$ cat src/nsb_pkg.sv
// Package for the negate and subtract-with-borrow execution block.
// Assumes a 16-bit instruction word and an 8-bit data path.
package nsb_pkg;

    // ------------------------------------------------------------------
    // Instruction encoding
    // ------------------------------------------------------------------
    localparam logic [6:0] NEG_OPCODE      = 7'h36;
    localparam logic [5:0] SUB_OPCODE      = 6'h16;
    localparam int         NEG_OPC_LSB     = 9;
    localparam int         SUB_OPC_LSB     = 10;
    localparam int         DEST_BIT        = 9;
    localparam int         BANK_BIT        = 8;
    localparam int         ADDR_MSB        = 7;

    // ------------------------------------------------------------------
    // Access bank split and reset values
    // ------------------------------------------------------------------
    localparam logic [7:0]  ACCESS_SPLIT   = 8'h80;
    localparam logic [3:0]  ACCESS_HI_BANK = 4'hf;
    localparam logic [3:0]  ACCESS_LO_BANK = 4'h0;
    localparam logic [7:0]  DATA_RST       = 8'h00;
    localparam logic [11:0] ADDR_RST       = 12'h000;

    // ------------------------------------------------------------------
    // Status flag positions
    // ------------------------------------------------------------------
    localparam int FLAG_C  = 0;
    localparam int FLAG_DC = 1;
    localparam int FLAG_Z  = 2;
    localparam int FLAG_OV = 3;
    localparam int FLAG_N  = 4;
    localparam logic [4:0] FLAGS_RST = 5'h00;

    typedef enum {
        ST_FETCH,
        ST_READ,
        ST_WRITE
    } nsb_state_t;

endpackage

$ cat src/nsb_exec.sv
// Execution stage for the negate and subtract-with-borrow instructions.
// Assumes a data memory with one-cycle registered read data, and that the
// issuer holds I_INSTR_VALID until O_DONE pulses.
//
// Function
// - Negate replaces the addressed byte with its inverse plus one, in place.
// - Negate decodes as 0110 110 then bank bit then eight address bits.
// - Both instructions update negative, overflow, carry, digit carry, zero.
// - Bank bit 0 resolves the address in the access bank, ignoring bank reg.
// - Bank bit 1 forms the address from the bank select register.
// - Subtract-with-borrow gives file minus working minus inverted carry.
// - Subtract-with-borrow decodes as 0101 10, dest bit, bank bit, address.
`timescale 1ns/1ns

module nsb_exec
    import nsb_pkg::*;
(
    // Clock and reset
    input  wire logic        I_MCLK,
    input  wire logic        I_RESETN,
    // Instruction issue
    input  wire logic        I_INSTR_VALID,
    input  wire logic [15:0] I_INSTR,
    // Core state
    input  wire logic [3:0]  I_BANK_SELECT_REGISTER,
    input  wire logic [7:0]  I_WORKING_REGISTER,
    input  wire logic        I_CARRY,
    // Data memory
    input  wire logic [7:0]  I_MEM_RDATA,
    output logic      [11:0] O_MEM_ADDR,
    output logic             O_MEM_RD,
    output logic             O_MEM_WR,
    output logic      [7:0]  O_MEM_WDATA,
    // Results
    output logic             O_WORKING_REGISTER_WR,
    output logic      [7:0]  O_WORKING_REGISTER_WDATA,
    output logic             O_FLAGS_WR,
    output logic      [4:0]  O_FLAGS,
    output logic             O_DONE,
    output logic             O_ILLEGAL
);

    // ------------------------------------------------------------------
    // Decode helpers
    // ------------------------------------------------------------------
    function automatic logic is_neg(input logic [15:0] w);
        return w[15:NEG_OPC_LSB] == NEG_OPCODE;
    endfunction

    function automatic logic is_sub(input logic [15:0] w);
        return w[15:SUB_OPC_LSB] == SUB_OPCODE;
    endfunction

    // Access bank covers low half of bank 0 and high half of the top bank.
    function automatic logic [11:0] resolve(input logic [15:0] w,
                                            input logic [3:0]  bank_select_register);
        logic [7:0] f;
        f = w[ADDR_MSB:0];
        if (w[BANK_BIT]) begin
            return {bank_select_register, f};
        end
        return {(f >= ACCESS_SPLIT) ? ACCESS_HI_BANK : ACCESS_LO_BANK,
                f};
    endfunction

    // ------------------------------------------------------------------
    // State
    // ------------------------------------------------------------------
    nsb_state_t  state_ff, nxt_state;
    logic        neg_ff, nxt_neg;
    logic        dest_ff, nxt_dest;
    logic [11:0] addr_ff, nxt_addr;
    logic        rd_ff, nxt_rd;
    logic        wr_ff, nxt_wr;
    logic [7:0]  wdata_ff, nxt_wdata;
    logic        working_register_wr_ff, nxt_working_register_wr;
    logic [7:0]  working_register_data_ff, nxt_working_register_data;
    logic        flags_wr_ff, nxt_flags_wr;
    logic [4:0]  flags_ff, nxt_flags;
    logic        done_ff, nxt_done;
    logic        ill_ff, nxt_ill;

    // Arithmetic. Both operations are a + ~b + cin on the 8-bit path.
    // Negate is formed as zero minus the byte, so it shares the subtract
    // path with no extra adder; the price is that its carry reads as
    // "no borrow", set only when the byte was zero.
    // Carry out of bit 7 means no borrow for both operations, and the
    // nibble carry means no borrow out of the low four bits.
    // Overflow follows the signed subtract rule: the operands differ in
    // sign and the result takes the sign of the subtrahend.
    // The working register and carry are read live in the write cycle, so
    // the core must not change them while an operation is in flight.
    // A reset in mid-operation drops the operation with no write at all.
    logic [7:0] op_a;
    logic [7:0] op_b;
    logic       cin;
    logic [8:0] sum;
    logic [4:0] low;
    logic [7:0] res;
    logic       ovf;

    always_comb begin
        if (neg_ff) begin
            op_a = 8'h00;
            op_b = I_MEM_RDATA;
            cin  = 1'b1;
        end else begin
            op_a = I_MEM_RDATA;
            op_b = I_WORKING_REGISTER;
            cin  = I_CARRY;
        end
        sum = {1'b0, op_a} + {1'b0, ~op_b} + {8'h00, cin};
        low = {1'b0, op_a[3:0]} + {1'b0, ~op_b[3:0]} + {4'h0, cin};
        res = sum[7:0];
        ovf = (op_a[7] != op_b[7]) && (res[7] != op_a[7]);
    end

    // ------------------------------------------------------------------
    // Sequencer: fetch, read operand, write destination
    // ------------------------------------------------------------------
    always_comb begin
        nxt_state     = state_ff;
        nxt_neg       = neg_ff;
        nxt_dest      = dest_ff;
        nxt_addr      = addr_ff;
        nxt_rd        = 1'b0;
        nxt_wr        = 1'b0;
        nxt_wdata     = wdata_ff;
        nxt_working_register_wr   = 1'b0;
        nxt_working_register_data = working_register_data_ff;
        nxt_flags_wr  = 1'b0;
        nxt_flags     = flags_ff;
        nxt_done      = 1'b0;
        nxt_ill       = 1'b0;
        case (state_ff)
            ST_FETCH: begin
                if (I_INSTR_VALID && !done_ff) begin
                    if (is_neg(I_INSTR) || is_sub(I_INSTR)) begin
                        nxt_neg   = is_neg(I_INSTR);
                        // Negate always writes back in place.
                        nxt_dest  = is_neg(I_INSTR) | I_INSTR[DEST_BIT];
                        nxt_addr  = resolve(I_INSTR,
                                            I_BANK_SELECT_REGISTER);
                        nxt_rd    = 1'b1;
                        nxt_state = ST_READ;
                    end else begin
                        nxt_ill  = 1'b1;
                        nxt_done = 1'b1;
                    end
                end
            end
            ST_READ: begin
                // Read data appears on the cycle after the strobe.
                nxt_state = ST_WRITE;
            end
            ST_WRITE: begin
                nxt_flags[FLAG_C]  = sum[8];
                nxt_flags[FLAG_DC] = low[4];
                nxt_flags[FLAG_Z]  = (res == DATA_RST);
                nxt_flags[FLAG_OV] = ovf;
                nxt_flags[FLAG_N]  = res[7];
                nxt_flags_wr       = 1'b1;
                if (dest_ff) begin
                    nxt_wr    = 1'b1;
                    nxt_wdata = res;
                end else begin
                    nxt_working_register_wr   = 1'b1;
                    nxt_working_register_data = res;
                end
                nxt_done  = 1'b1;
                nxt_state = ST_FETCH;
            end
            default: begin
                nxt_state = ST_FETCH;
            end
        endcase
    end

    always_ff @(posedge I_MCLK) begin
        if (!I_RESETN) begin
            state_ff     <= ST_FETCH;
            neg_ff       <= 1'b0;
            dest_ff      <= 1'b0;
            addr_ff      <= ADDR_RST;
            rd_ff        <= 1'b0;
            wr_ff        <= 1'b0;
            wdata_ff     <= DATA_RST;
            working_register_wr_ff   <= 1'b0;
            working_register_data_ff <= DATA_RST;
            flags_wr_ff  <= 1'b0;
            flags_ff     <= FLAGS_RST;
            done_ff      <= 1'b0;
            ill_ff       <= 1'b0;
        end else begin
            state_ff     <= nxt_state;
            neg_ff       <= nxt_neg;
            dest_ff      <= nxt_dest;
            addr_ff      <= nxt_addr;
            rd_ff        <= nxt_rd;
            wr_ff        <= nxt_wr;
            wdata_ff     <= nxt_wdata;
            working_register_wr_ff   <= nxt_working_register_wr;
            working_register_data_ff <= nxt_working_register_data;
            flags_wr_ff  <= nxt_flags_wr;
            flags_ff     <= nxt_flags;
            done_ff      <= nxt_done;
            ill_ff       <= nxt_ill;
        end
    end

    assign O_MEM_ADDR   = addr_ff;
    assign O_MEM_RD     = rd_ff;
    assign O_MEM_WR     = wr_ff;
    assign O_MEM_WDATA  = wdata_ff;
    assign O_WORKING_REGISTER_WR    = working_register_wr_ff;
    assign O_WORKING_REGISTER_WDATA = working_register_data_ff;
    assign O_FLAGS_WR   = flags_wr_ff;
    assign O_FLAGS      = flags_ff;
    assign O_DONE       = done_ff;
    assign O_ILLEGAL    = ill_ff;

endmodule

$ cat config.mk
export PLATFORM = sky130hd
export DESIGN_NAME = nsb_exec
export DESIGN_NICKNAME = d
export VERILOG_FILES = /design/src/nsb_pkg.sv /design/src/nsb_exec.sv
export SDC_FILE = /design/constraint.sdc
export NUM_CORES = 1
export LEC_CHECK = 0
export BUFFER_PORTS_ARGS = -buffer_cell sky130_fd_sc_hd__clkbuf_2
export CAP_MARGIN = 15
export CORE_MARGIN = 2
export CORE_UTILIZATION = 37
export CTS_BUF_LIST = sky130_fd_sc_hd__clkbuf_16
export CTS_CLUSTER_DIAMETER = 100
export DETAILED_ROUTE_END_ITERATION = 12
export GPL_TIMING_DRIVEN = 1
export PLACE_DENSITY_LB_ADDON = 0.3
export SLEW_MARGIN = 20
export SYNTH_ARGS = -nofsm -noshare
export SYNTH_HDL_FRONTEND = slang
export SYNTH_SLANG_ARGS = --single-unit
$ cat constraint.sdc
create_clock -name I_MCLK -period 8.07 [get_ports I_MCLK]
set_clock_uncertainty 0.15 [all_clocks]
set_input_delay 0.807 -clock I_MCLK [delete_from_list [all_inputs] [get_ports I_MCLK]]
set_output_delay 0.807 -clock I_MCLK [all_outputs]
set_load 0.1 [all_outputs]
# Yosys cells after proc, flatten, opt, wreduce, memory -nomap -nowiden

Index checks and enable logic that the tools add are counted.

RAM bits: 0
Register bits: 73
Logic and storage cells: 63
Input bits: 40
Memories: 0
ROM bits: 0
Output and inout port bits: 39
Bits in latches: 0

Shift operators: 0
Divide/modulo/power cells: 0
Add/sub/neg operators: 4
Bitwise logic cells: 4
Equal/unequal tests: 8
Order comparisons: 1
$mul: 0
Mux-type cells: 20
Reductions and logical operators: 13

Operators with widths:

| cell                                            | number |
|---|---|
| 2-to-1 mux 32 bit                               | 2 |
| one-hot mux 32 bit (2 select lines)             | 1 |
| == test 32 x 1 -> 1 bit (second input constant) | 1 |
| == test 32 x 2 -> 1 bit (second input constant) | 1 |
| logical NOT 32 bit                              | 1 |
| 2-to-1 mux 12 bit                               | 2 |
| 2-to-1 mux 8 bit                                | 2 |
| 2-to-1 mux 1 bit                                | 11 |
| AND reduction 2 bit                             | 5 |
| adder 8 x 8 -> 9 bit                            | 1 |
| adder 9 x 1 -> 9 bit                            | 1 |
| >= comparator 8 bit (second input constant)     | 1 |
| logical NOT 8 bit                               | 1 |
| NOT 8 bit                                       | 1 |
| == test 7 x 6 -> 1 bit (second input constant)  | 1 |
| == test 6 x 5 -> 1 bit (second input constant)  | 1 |
| AND reduction 3 bit                             | 2 |
| adder 4 x 4 -> 5 bit                            | 1 |
| adder 5 x 1 -> 5 bit                            | 1 |
| 2-to-1 mux 4 bit                                | 1 |
| inequality test 2 bit (second input constant)   | 2 |
| NOT 4 bit                                       | 1 |
| logical AND 1 bit                               | 2 |
| inequality test 1 bit                           | 2 |
| 5 further kinds                                 | 5 |

# Longest topological paths before layout

Gate-level depths: netlist of run 1.

Word-level depth: 6
Depth in mapped cells: 10

# Least setup slack after synthesis of run 1

OpenSTA, ideal clock, no wires.

Path type: reg2reg
Start: reg neg_ff
End: reg flags_ff[2] (netlist: O_FLAGS[2])
Required time: 7,799 ps
Slack: 4,731 ps
Buffers on the path: 2
Setup time: 121 ps
Clock period less this slack: 3,339 ps
Data arrival time: 3,068 ps
Stages on the path, launching flop included: 11
Cells stage by stage: dfxtp_1 clkbuf_1 buf_1 mux2i_1 fa_1 fa_1 a211o_1 a211o_1 a221oi_2 a211o_1 o21ai_1

Word-level cells in the longest chain between the ends: 5
Elaborated cells on any way between the ends: 7

RTL lines:

| what                     | line            | source |
|---|---|---|
| start: declaration       | nsb_exec.sv:70  | `logic neg_ff, nxt_neg;` |
| start signal: assignment | nsb_exec.sv:196 | `neg_ff <= nxt_neg;` |
| 2-to-1 mux 8 bit         | nsb_exec.sv:103 | `if (neg_ff) begin` |
| NOT 8 bit                | nsb_exec.sv:112 | `sum = {1'b0, op_a} + {1'b0, ~op_b} + {8'h00, cin};` |
| adder 8 x 8 -> 9 bit     | nsb_exec.sv:112 |  |
| adder 9 x 1 -> 9 bit *   | nsb_exec.sv:112 |  |
| logical NOT 8 bit *      | nsb_exec.sv:159 | `nxt_flags[FLAG_Z] = (res == DATA_RST);` |
| end signal: assignment   | nsb_exec.sv:205 | `flags_ff <= nxt_flags;` |
| end: declaration         | nsb_exec.sv:79  | `logic [4:0] flags_ff, nxt_flags;` |

Every way passes the cells marked *; elsewhere a longest branch is shown, timed or not.
A chain may end at the register's enable or synchronous reset.

# Final worst setup path of run 1

Same ends and word-level chain as after synthesis.

==> impl_metrics.json, run 1 <==
{
  "rows": 27,
  "max-vdd-ir-drop_mv": 0.0925,
  "slew_violations": 0,
  "yosysMostFrequentCell": "dfxtp_1",
  "swShare_pct": 25.8,
  "worst_hold_slack_ps": 304,
  "cpMostUsedCell": "a211o_1",
  "cp_max_fo": 18,
  "syn_area_um2": 2140,
  "vias": 1874,
  "p_comb_share_pct": 14.6,
  "setup_viol": 0,
  "finalHoldViolations": 0,
  "synth_nets": 285,
  "period_minus_slack_ps": 3400,
  "p_int_mw": 0.355,
  "synthArstFlopShare_pct": 0,
  "postCtsHoldBufs": 0,
  "switchingPower_mw": 0.124,
  "synth_warnings": 0,
  "cap_violations": 0,
  "die-height_um": 80.1,
  "use_met2_pct": 25.0,
  "met3_usage_pct": 3.82,
  "fin_cells": 383,
  "ys.flop_type": "dfxtp_1",
  "overflow": 0,
  "cts_resized": 0,
  "cpPeakStageDelay_ps": 780,
  "min_path_type": "flop to flop",
  "synth_top_area_cell": "dfxtp_1",
  "p_per_area_nw_per_um2": 177,
  "dr.pass1.iters": 4,
  "grt_use_total_pct": 15.2,
  "fin_crit_sh_pct": 42.1,
  "grt_max_degree": 43,
  "clock_sink_count": 43,
  "routabilityCongestion": 0.809,
  "slew_headroom_pct": 40.3,
  "startpoint_type": "flop",
  "p_clk_share_pct": 40.6,
  "ys_ff_latch": 43,
  "final_area_um2": 2710,
  "crit_chain": "mux2i_1 > fa_1 > fa_1 > a211o_1 > a211o_1 > a221oi_2 > a211o_1 > o21ai_1",
  "leakage_nw": 1.25,
  "cts_tree": "built",
  "ant_nets": 0,
  "antenna_found_initial": 0,
  "place_inst": 375,
  "clkTransAtPathRegs_ps": 60,
  "busiest_layer": "met2",
  "clockBufferDepth": 2,
  "drt_iter0_markers": 67,
  "areaGrowthSynthToFinish_pct": 26.4,
  "cp_top_family": "compound AO/OA/AOI/OAI gates",
  "tightest_slew_ps": 892,
  "root_buffer": "clkbuf_16",
  "yosys.area.top_type_share_pct": 40.2,
  "required_ps": 8090,
  "port_buffers": 78,
  "cp-end-kind": "flop",
  "worst-path-buf-inv": 0,
  "vias_per_cell": 4.89,
  "dpl_cell_area_um2": 2560,
  "synth_edf_count": 0,
  "synth_area_leaders": "dfxtp_1 40%, mux2i_1 7.5%, nand2_1 6.8%",
  "max_freq_mhz": 294,
  "yosys-top-cells-count": "43 x dfxtp_1, 39 x nand2_1, 20 x nor2b_1",
  "design.die.area_um2": 6410,
  "met1_usage_pct": 19.7,
  "grt_pass1_wl_mm": 7.71,
  "synth-seq-area-share_pct": 40.2,
  "final_nets": 359,
  "fin_tns_setup_ps": 0,
  "routedWlPerCell_um": 12.6,
  "wl_mm": 4.81,
  "grt_pass1_vias": 1699,
  "cpMaxStageDelayCell": "dfxtp_1",
  "worstSkewPairLatency_ps": 280,
  "die_x_um": 80.1,
  "drc": 0,
  "cts_setup_buffers": 0,
  "synth_cells": 236,
  "io_pins": 79,
  "drive_gt1_share_pct": 29.3,
  "start_util_pct": 38.7,
  "worstSetupPathType": "flop to flop",
  "htree_levels": 2,
  "cp_data_arrival_time_ps": 3410,
  "cts_made_buffers": 5,
  "synth_cell_type_count": 41,
  "status": "complete, no violations",
  "rsz0062_at_grt": "no",
  "synth.avg_cell_area_um2": 9.08,
  "seq_power_share_pct": 44.7,
  "antenna_cells_inserted": 0,
  "dp_hpwl_mm": 3.68,
  "core_area_um2": 5540
}
## cells in the final DEF, fill, tap and decap left out, drive strengths merged, types with 2 or more instances in the layout
| cell | instances |
|---|---|
| a211o | 3 |
| a21boi | 12 |
| a21oi | 12 |
| and2 | 8 |
| clkbuf | 83 |
| clkinv | 2 |
| dfxtp | 43 |
| fa | 2 |
| ha | 7 |
| inv | 2 |
| mux2i | 16 |
| nand2 | 39 |
| nand2b | 3 |
| nand3 | 8 |
| nor2 | 7 |
| nor2b | 20 |
| nor3 | 3 |
| o211a | 8 |
| o21a | 3 |
| o21ai | 9 |
| or2 | 2 |
| or3 | 2 |
| xnor2 | 2 |
| xor2 | 2 |
## cell type report
class	count	area (um2)
clock inverter	3	20.0
tap	72	90.1
timing repair buffer	78	390
inverter	2	7.51
multi-input combinational	180	1210
clock buffer	5	125
fill	580	2830
sequential	43	861
## kinds of logic (layout without fill, tap and decap cells)
group	after synthesis	count (layout)	share of synthesized area, %
fa+ha+maj	9	9	5.96
xor+xnor	4	4	1.64
simple gates	98	98	23.8
compound gates	53	53	17.8
buf+inv	13	88	3.15
mux	16	16	7.48
flops	43	43	40.2
## through the flow
stage	total power [mW]	worst slack, ps	utilization [%]
global placement	0.288	4640	46.3
detailed placement	0.289	4570	46.3
CTS	0.484	4640	48.9
floorplan	0.268	4730	-
finish	0.479	4670	48.9
global route	0.500	4490	48.9
## metal layers
layer | wire length, um | up-vias | part of all wire, %
met1 | 2220 | 855 | 46
met4 | 48 | 0 | 1.0
li1 | - | 969 | -
met5 | 0 | - | 0
met2 | 2310 | 46 | 48
met3 | 235 | 4 | 4.9
## worst reg2reg max path, cell delays in order, from the launching register on
cell and delay (ps):
dfxtp_1 780, mux2i_1 210, fa_1 510, fa_1 450
a211o_1 330, a211o_1 280, a221oi_2 370, a211o_1 150
o21ai_1 50
## sequential cells by signal, summed over array words and instances, names as in the netlist
name and count:
O_MEM_ADDR 12, O_MEM_WDATA 8, O_WORKING_REGISTER_WDATA 8, O_FLAGS 5
state_ff 2, O_DONE 1, O_FLAGS_WR 1, O_ILLEGAL 1
O_MEM_RD 1, O_MEM_WR 1, O_WORKING_REGISTER_WR 1, dest_ff 1
neg_ff 1
## power groups by stage
stage / combinational (mW) / sequential [mW] / clock, mW
2_1_floorplan: 0.0407 / 0.227 / 0
3_3_place_gp: 0.0689 / 0.219 / 0
3_5_place_dp: 0.0696 / 0.219 / 0
4_1_cts: 0.0699 / 0.214 / 0.200
5_1_grt: 0.0772 / 0.214 / 0.209
6_report: 0.0702 / 0.214 / 0.195
## worst paths after layout
kind | slack [ps] | start | to | cells after the start
worst max-delay path | 4670 | neg_ff$_SDFFE_PN0P_ | O_FLAGS[2]$_SDFFE_PN0P_ | 8
worst min-delay path | 300 | O_WORKING_REGISTER_WDATA[5]$_SDFFE_PN0P_ | O_WORKING_REGISTER_WDATA[5]$_SDFFE_PN0P_ | 2
worst max register to register | 4670 | neg_ff$_SDFFE_PN0P_ | O_FLAGS[2]$_SDFFE_PN0P_ | 8
worst min register to register | 300 | O_WORKING_REGISTER_WDATA[5]$_SDFFE_PN0P_ | O_WORKING_REGISTER_WDATA[5]$_SDFFE_PN0P_ | 2
(Power assumes the default switching activity.)
==> run 2: changes to the inputs <==
==> constraint.sdc (replaced) <==
create_clock -name I_MCLK -period 3.1 [get_ports I_MCLK]
set_clock_uncertainty 0.15 [all_clocks]
set_input_delay 0.31 -clock I_MCLK [delete_from_list [all_inputs] [get_ports I_MCLK]]
set_output_delay 0.31 -clock I_MCLK [all_outputs]
set_load 0.1 [all_outputs]
==> run 2 against run 1 <==
Setup slack got worse by 4500 ps; sequential power increased to 2.6 times the previous value; cell count increased by 0.52%; total power increased to 2.9 times the previous value; non-clock buffer count increased by 2; sequential share of layout area decreased by 0.83 points; global-route usage decreased by 0.23 points; highest routed layer unchanged.
==> impl_metrics.json, run 2 (same netlist as run 1, synthesis figures left out) <==
{
  "clkTransAtPathRegs_ps": 60,
  "design.die.area_um2": 6410,
  "tightest_slew_ps": 697,
  "htree_levels": 2,
  "fin_tns_setup_ps": 0,
  "root_buffer": "clkbuf_16",
  "switchingPower_mw": 0.319,
  "drive_gt1_share_pct": 30.0,
  "p_int_mw": 1.09,
  "cpMostUsedCell": "a211o_1",
  "vias": 1880,
  "worstSetupPathType": "flop to flop",
  "grt_use_total_pct": 14.9,
  "postCtsHoldBufs": 0,
  "seq_power_share_pct": 39.6,
  "cts_made_buffers": 5,
  "final_cell_mix": "78 x clkbuf_2, 43 x dfxtp_1, 39 x nand2_1",
  "crit_chain": "or2_2 > fa_1 > fa_2 > a211o_1 > a211o_1 > a221oi_4 > a211o_1 > o21ai_1",
  "max_freq_mhz": 338,
  "rsz0062_at_grt": "no",
  "slew_violations": 0,
  "ant_nets": 0,
  "worstSkewPairLatency_ps": 280,
  "status": "complete, no violations",
  "overflow": 0,
  "utilization_pct": 50.2,
  "leakage_nw": 1.29,
  "cts_setup_buffers": 0,
  "die_x_um": 80.1,
  "min_path_type": "primary input to flop",
  "routedWlPerCell_um": 12.6,
  "setup_viol": 0,
  "hold_depth": 3,
  "required_ps": 3110,
  "cp_top_family": "compound AO/OA/AOI/OAI gates",
  "final_nets": 361,
  "cp-end-kind": "flop",
  "rows": 27,
  "rr_worst_depth": 8,
  "wl_mm": 4.84,
  "regToRegSetupSlack_ps": 140,
  "vias_per_cell": 4.88,
  "dp_hpwl_mm": 3.69,
  "worst-path-buf-inv": 0,
  "period_minus_slack_ps": 2960,
  "clockBufferDepth": 2,
  "startpoint_type": "flop",
  "cap_violations": 0,
  "p_per_area_nw_per_um2": 507,
  "fin_crit_sh_pct": 95.5,
  "dpl_cell_area_um2": 2580,
  "swShare_pct": 22.6,
  "port_buffers": 78,
  "cpPeakStageDelay_ps": 440,
  "dr.pass1.iters": 4,
  "io_pins": 79,
  "worst_hold_slack_ps": 139,
  "p_clk_share_pct": 47.0,
  "drc": 0,
  "max-vdd-ir-drop_mv": 0.295,
  "mostFrequentLayoutCell": "clkbuf_2",
  "final_area_um2": 2780,
  "antenna_found_initial": 0,
  "grt_pass1_vias": 1662,
  "slew_headroom_pct": 53.5,
  "grt_max_degree": 43,
  "clock_sink_count": 43,
  "routabilityCongestion": 0.834,
  "cp_max_fo": 7,
  "holdCritStartpoint": "I_INSTR[6]",
  "cp_data_arrival_time_ps": 2970,
  "finalHoldViolations": 0,
  "start_util_pct": 38.7,
  "r2r_end": "O_FLAGS[2]$_SDFFE_PN0P_",
  "drt_iter0_markers": 81,
  "die-height_um": 80.1,
  "antenna_cells_inserted": 0,
  "grt_pass1_wl_mm": 7.57,
  "cpMaxStageDelayCell": "fa_1",
  "core_area_um2": 5540,
  "holdPathEnd": "O_MEM_ADDR[6]$_SDFFE_PN0P_",
  "timing.rr.start": "neg_ff$_SDFFE_PN0P_",
  "areaGrowthSynthToFinish_pct": 29.8,
  "p_comb_share_pct": 13.4,
  "largest_reg_flops": 12,
  "cts_tree": "built"
}
==> run 2: routing by layer <==
layer,routed length (um),global-route usage [%],share of wire (%)
met1,2280,19.9,47
met2,2300,24.1,47
met3,209,3.26,4.3
met4,55,4.58,1.1
met5,0,0,0
==> run 2: stage by stage <==
| stage | power [mW] | std cells | worst slack [ps] |
|---|---|---|---|
| floorplan | 0.698 | 236 | 45.9 |
| global placement | 0.751 | 377 | 220 |
| finish | 1.41 | 385 | 140 |
| detailed placement | 0.753 | 377 | 142 |
| CTS | 1.42 | 385 | 135 |
| global route | 1.46 | 385 | 2.88 |
==> run 2: worst max path at each step <==
stage	startpoint	slack, ps	end	cells past startpoint
floorplan	neg_ff$_SDFFE_PN0P_	50	O_FLAGS[2]$_SDFFE_PN0P_	10
global placement	neg_ff$_SDFFE_PN0P_	220	O_FLAGS[2]$_SDFFE_PN0P_	8
detailed placement	neg_ff$_SDFFE_PN0P_	140	O_FLAGS[2]$_SDFFE_PN0P_	8
CTS	neg_ff$_SDFFE_PN0P_	140	O_FLAGS[2]$_SDFFE_PN0P_	8
global route	neg_ff$_SDFFE_PN0P_	3	O_WORKING_REGISTER_WDATA[6]$_SDFFE_PN0P_	8
finish	neg_ff$_SDFFE_PN0P_	140	O_FLAGS[2]$_SDFFE_PN0P_	8
==> run 2: repair_timing <==
item | in CTS | in global routing
endpoints found under the hold margin | 0 | 0
gates resized for setup | 0 | 1
endpoints found under the setup margin | 0 | 2
==> run 2: area by class of cell <==
cell class                      instances  area (um2)
Tap cell                               72        90.1
Inverter                                2        7.51
Timing Repair Buffer                   80         405
Clock buffer                            5         125
Fill cell                             564        2760
Clock inverter                          3        63.8
Multi-Input combinational cell        180        1230
Sequential cell                        43         861
==> run 2: power groups by stage <==
| stage | Clock, mW | Combinational, mW | Sequential, mW |
|---|---|---|---|
| global route | 0.698 | 0.206 | 0.558 |
| floorplan | 0 | 0.106 | 0.591 |
| CTS | 0.676 | 0.184 | 0.558 |
| global placement | 0 | 0.182 | 0.570 |
| detailed placement | 0 | 0.183 | 0.570 |
| finish | 0.663 | 0.188 | 0.558 |
==> run 2: worst min-delay path: cells and delay by family <==
| kind | cells | cell delay, ps |
|---|---|---|
| buffers and inverters | 1 | 70 |
| and+or+nand+nor | 1 | 90 |
| muxes | 1 | 60 |
==> run 3: changes to the inputs <==
--- a/config.mk
+++ b/config.mk
@@ -5,6 +5,7 @@
 export SDC_FILE = /design/constraint.sdc
 export NUM_CORES = 1
 export LEC_CHECK = 0
+export ABC_AREA = 1
 export BUFFER_PORTS_ARGS = -buffer_cell sky130_fd_sc_hd__clkbuf_2
 export CAP_MARGIN = 15
 export CORE_MARGIN = 2
==> run 3 against run 2 <==
Largest power group is now sequential cells; synthesized area up 0.88%; via count up 10%; cell count up 17%; global-route usage up 2.3 points; combinational power down 2%; flip-flop and latch count unchanged; first-iteration DRC count up 19%; critical endpoint unchanged; synthesized cell count up 28%; sequential power about the same; die area up 0.84%.
==> impl_metrics.json, run 3 <==
{
  "setup_viol": 0,
  "antenna_found_initial": 0,
  "cp_max_fo": 20,
  "vias": 2070,
  "cap_violations": 0,
  "p_clk_share_pct": 40.4,
  "largest_reg_flops": 12,
  "synth_warnings": 0,
  "wl_mm": 5.13,
  "core_area_um2": 5570,
  "rsz0062_at_grt": "no",
  "rows": 27,
  "synthArstFlopShare_pct": 0,
  "areaGrowthSynthToFinish_pct": 26.8,
  "synth-seq-area-share_pct": 39.8,
  "slew_violations": 0,
  "required_ps": 3080,
  "ant_nets": 0,
  "leakage_nw": 1.44,
  "startpoint_type": "flop",
  "port_buffers": 78,
  "worstSetupStartpoint": "neg_ff$_SDFFE_PN0P_",
  "postCtsHoldBufs": 0,
  "cp.depth": 14,
  "status": "complete, no violations",
  "wl_met1_mm": 2.45,
  "htree_levels": 2,
  "swShare_pct": 26.7,
  "regToRegSetupSlack_ps": 430,
  "critPathCapture": "O_FLAGS[2]$_SDFFE_PN0P_",
  "period_minus_slack_ps": 2670,
  "cp_data_arrival_time_ps": 2650,
  "grt_pass1_vias": 1910,
  "yosys.area.top_type_share_pct": 39.8,
  "routabilityCongestion": 0.910,
  "ys_ff_latch": 43,
  "cpMostUsedCell": "nand2_1",
  "dr.pass1.iters": 4,
  "max_freq_mhz": 375,
  "synth_cell_type_count": 29,
  "cp-end-kind": "flop",
  "routedWlPerCell_um": 11.4,
  "met3_length_um": 311,
  "finalHoldViolations": 0,
  "routed.top_layer": "met4",
  "crit_chain": "buf_4 > nor2_1 > fa_1 > fa_1 > nand2_1 > nand2_1 > nand3_1 > nand2_1 > nand2_1 > nand2_2 > nand2_1 > nor2_1 > nand2_1 > a21oi_1",
  "grt_pass1_wl_mm": 8.67,
  "clock_sink_count": 43,
  "timing.rr.start": "neg_ff$_SDFFE_PN0P_",
  "cpMaxStageDelayCell": "fa_1",
  "switchingPower_mw": 0.332,
  "design.die.area_um2": 6470,
  "grt_max_degree": 24,
  "synth_cells": 301,
  "clkTransAtPathRegs_ps": 60,
  "drc": 0,
  "antenna_cells_inserted": 0,
  "cts_made_buffers": 5,
  "overflow": 0,
  "worst-path-buf-inv": 1,
  "die_x_um": 80.4,
  "cts_resized": 0,
  "grt_use_total_pct": 17.2,
  "drt_iter0_markers": 96,
  "rr_worst_depth": 14,
  "syn_area_um2": 2160,
  "tightest_slew_ps": 774,
  "max-vdd-ir-drop_mv": 0.294,
  "worstSkewPairLatency_ps": 280,
  "synth_top_area_cell": "dfxtp_1",
  "vias_per_cell": 4.60,
  "seq_power_share_pct": 44.8,
  "synth.avg_cell_area_um2": 7.18,
  "io_pins": 79,
  "p_per_area_nw_per_um2": 455,
  "clockBufferDepth": 2,
  "cts_tree": "built",
  "slew_headroom_pct": 48.3,
  "dr_wl_met2_mm": 2.31,
  "die-height_um": 80.4,
  "cp_top_family": "adder cells",
  "dpl_cell_area_um2": 2600,
  "fin_crit_sh_pct": 86.0,
  "synth_edf_count": 0,
  "synth_nets": 350,
  "dp_hpwl_mm": 4.01,
  "drive_gt1_share_pct": 29.9,
  "synth_area_leaders": "dfxtp_1 40%, nand2_1 11%, inv_1 6.9%",
  "r2r_end": "O_FLAGS[2]$_SDFFE_PN0P_",
  "final_nets": 426,
  "mostFrequentLayoutCell": "clkbuf_2",
  "yosysMostFrequentCell": "nand2_1",
  "cts_setup_buffers": 0,
  "worstSetupPathType": "flop to flop",
  "yosys-top-cells-count": "62 x nand2_1, 43 x dfxtp_1, 40 x inv_1, 40 x nor2_1, 19 x o21ai_0",
  "min_path_type": "primary input to flop",
  "cpPeakStageDelay_ps": 470,
  "p_int_mw": 0.913,
  "final_area_um2": 2740,
  "root_buffer": "clkbuf_16",
  "ys.flop_type": "dfxtp_1",
  "start_util_pct": 38.8,
  "fin_tns_setup_ps": 0,
  "final_cell_mix": "78 x clkbuf_2, 62 x nand2_1, 43 x dfxtp_1",
  "p_comb_share_pct": 14.8
}
run 3: cell count changes in the layout (fill, tap and decap cells not counted), moves of 7 or more:
| cell | delta |
|---|---|
| nand2_1 | +23 |
| o211ai_1 | +7 |
| o21ai_0 | +15 |
| a21boi_1 | -12 |
| and2_1 | -8 |
| nor2_1 | +33 |
| nor2b_1 | -20 |
| o211a_1 | -8 |
| inv_1 | +39 |
| mux2i_1 | -16 |
| nand2_2 | +13 |
run 3: tightest hold or removal path, delay by kind of cell:
kind                   cells  cell delay [ps]
AOI/OAI and AO/OA          1               40
buffers and inverters      1               80
and+or+nand+nor            1               60
run 3: worst min path at each step:
stage	depth (start not counted)	start	slack, ps	to
finish	3	I_INSTR[5]	100	O_MEM_ADDR[5]$_SDFFE_PN0P_
global route	3	I_INSTR[5]	100	O_MEM_ADDR[5]$_SDFFE_PN0P_
CTS	3	I_INSTR[5]	100	O_MEM_ADDR[5]$_SDFFE_PN0P_
detailed placement	2	O_MEM_ADDR[1]$_SDFFE_PN0P_	310	O_MEM_ADDR[1]$_SDFFE_PN0P_
global placement	2	O_MEM_ADDR[1]$_SDFFE_PN0P_	300	O_MEM_ADDR[1]$_SDFFE_PN0P_
floorplan	2	I_INSTR[9]	290	dest_ff$_SDFFE_PN0P_
run 3: cells by family (layout without fill, tap and decap cells):
group,after synthesis,count (layout),synth area share (%)
fa+ha+maj,9,9,5.91
buf+inv,55,132,10.6
xor+xnor,1,1,0.405
flops,43,43,39.8
simple gates,140,140,28.8
compound gates,53,53,14.5
run 3: routing by layer:
metal	track usage [%]	up-vias
li1	-	1100
met1	22.5	920
met2	27.8	45
met3	4.61	5
met4	5.25	0
met5	0	-
run 3: power by group through the flow:
stage / combinational, mW / clock (mW) / sequential [mW]
floorplan: 0.107 / 0 / 0.594
global placement: 0.181 / 0 / 0.570
detailed placement: 0.183 / 0 / 0.571
CTS: 0.185 / 0.521 / 0.558
global route: 0.207 / 0.551 / 0.558
finish: 0.184 / 0.503 / 0.558
run 3: area by class of cell:
cell class | instances | area (um2)
fillers | 587 | 2840
clock inverters | 3 | 16.3
multi-input cells | 203 | 1070
well taps | 72 | 90.1
repair buffers | 80 | 405
inverters | 44 | 170
flip-flops and latches | 43 | 861
clock buffers | 5 | 125
run 3: stage by stage:
| step | util [%] | hold slack, ps | worst slack, ps | std cells | power (mW) |
|---|---|---|---|---|---|
| detailed placement | 46.6 | 305 | 433 | 442 | 0.754 |
| global route | 49.1 | 102 | 208 | 450 | 1.32 |
| floorplan | - | 287 | 475 | 301 | 0.700 |
| finish | 49.1 | 103 | 433 | 450 | 1.24 |
| global placement | 46.6 | 303 | 566 | 442 | 0.751 |
| CTS | 49.1 | 97.7 | 439 | 450 | 1.26 |
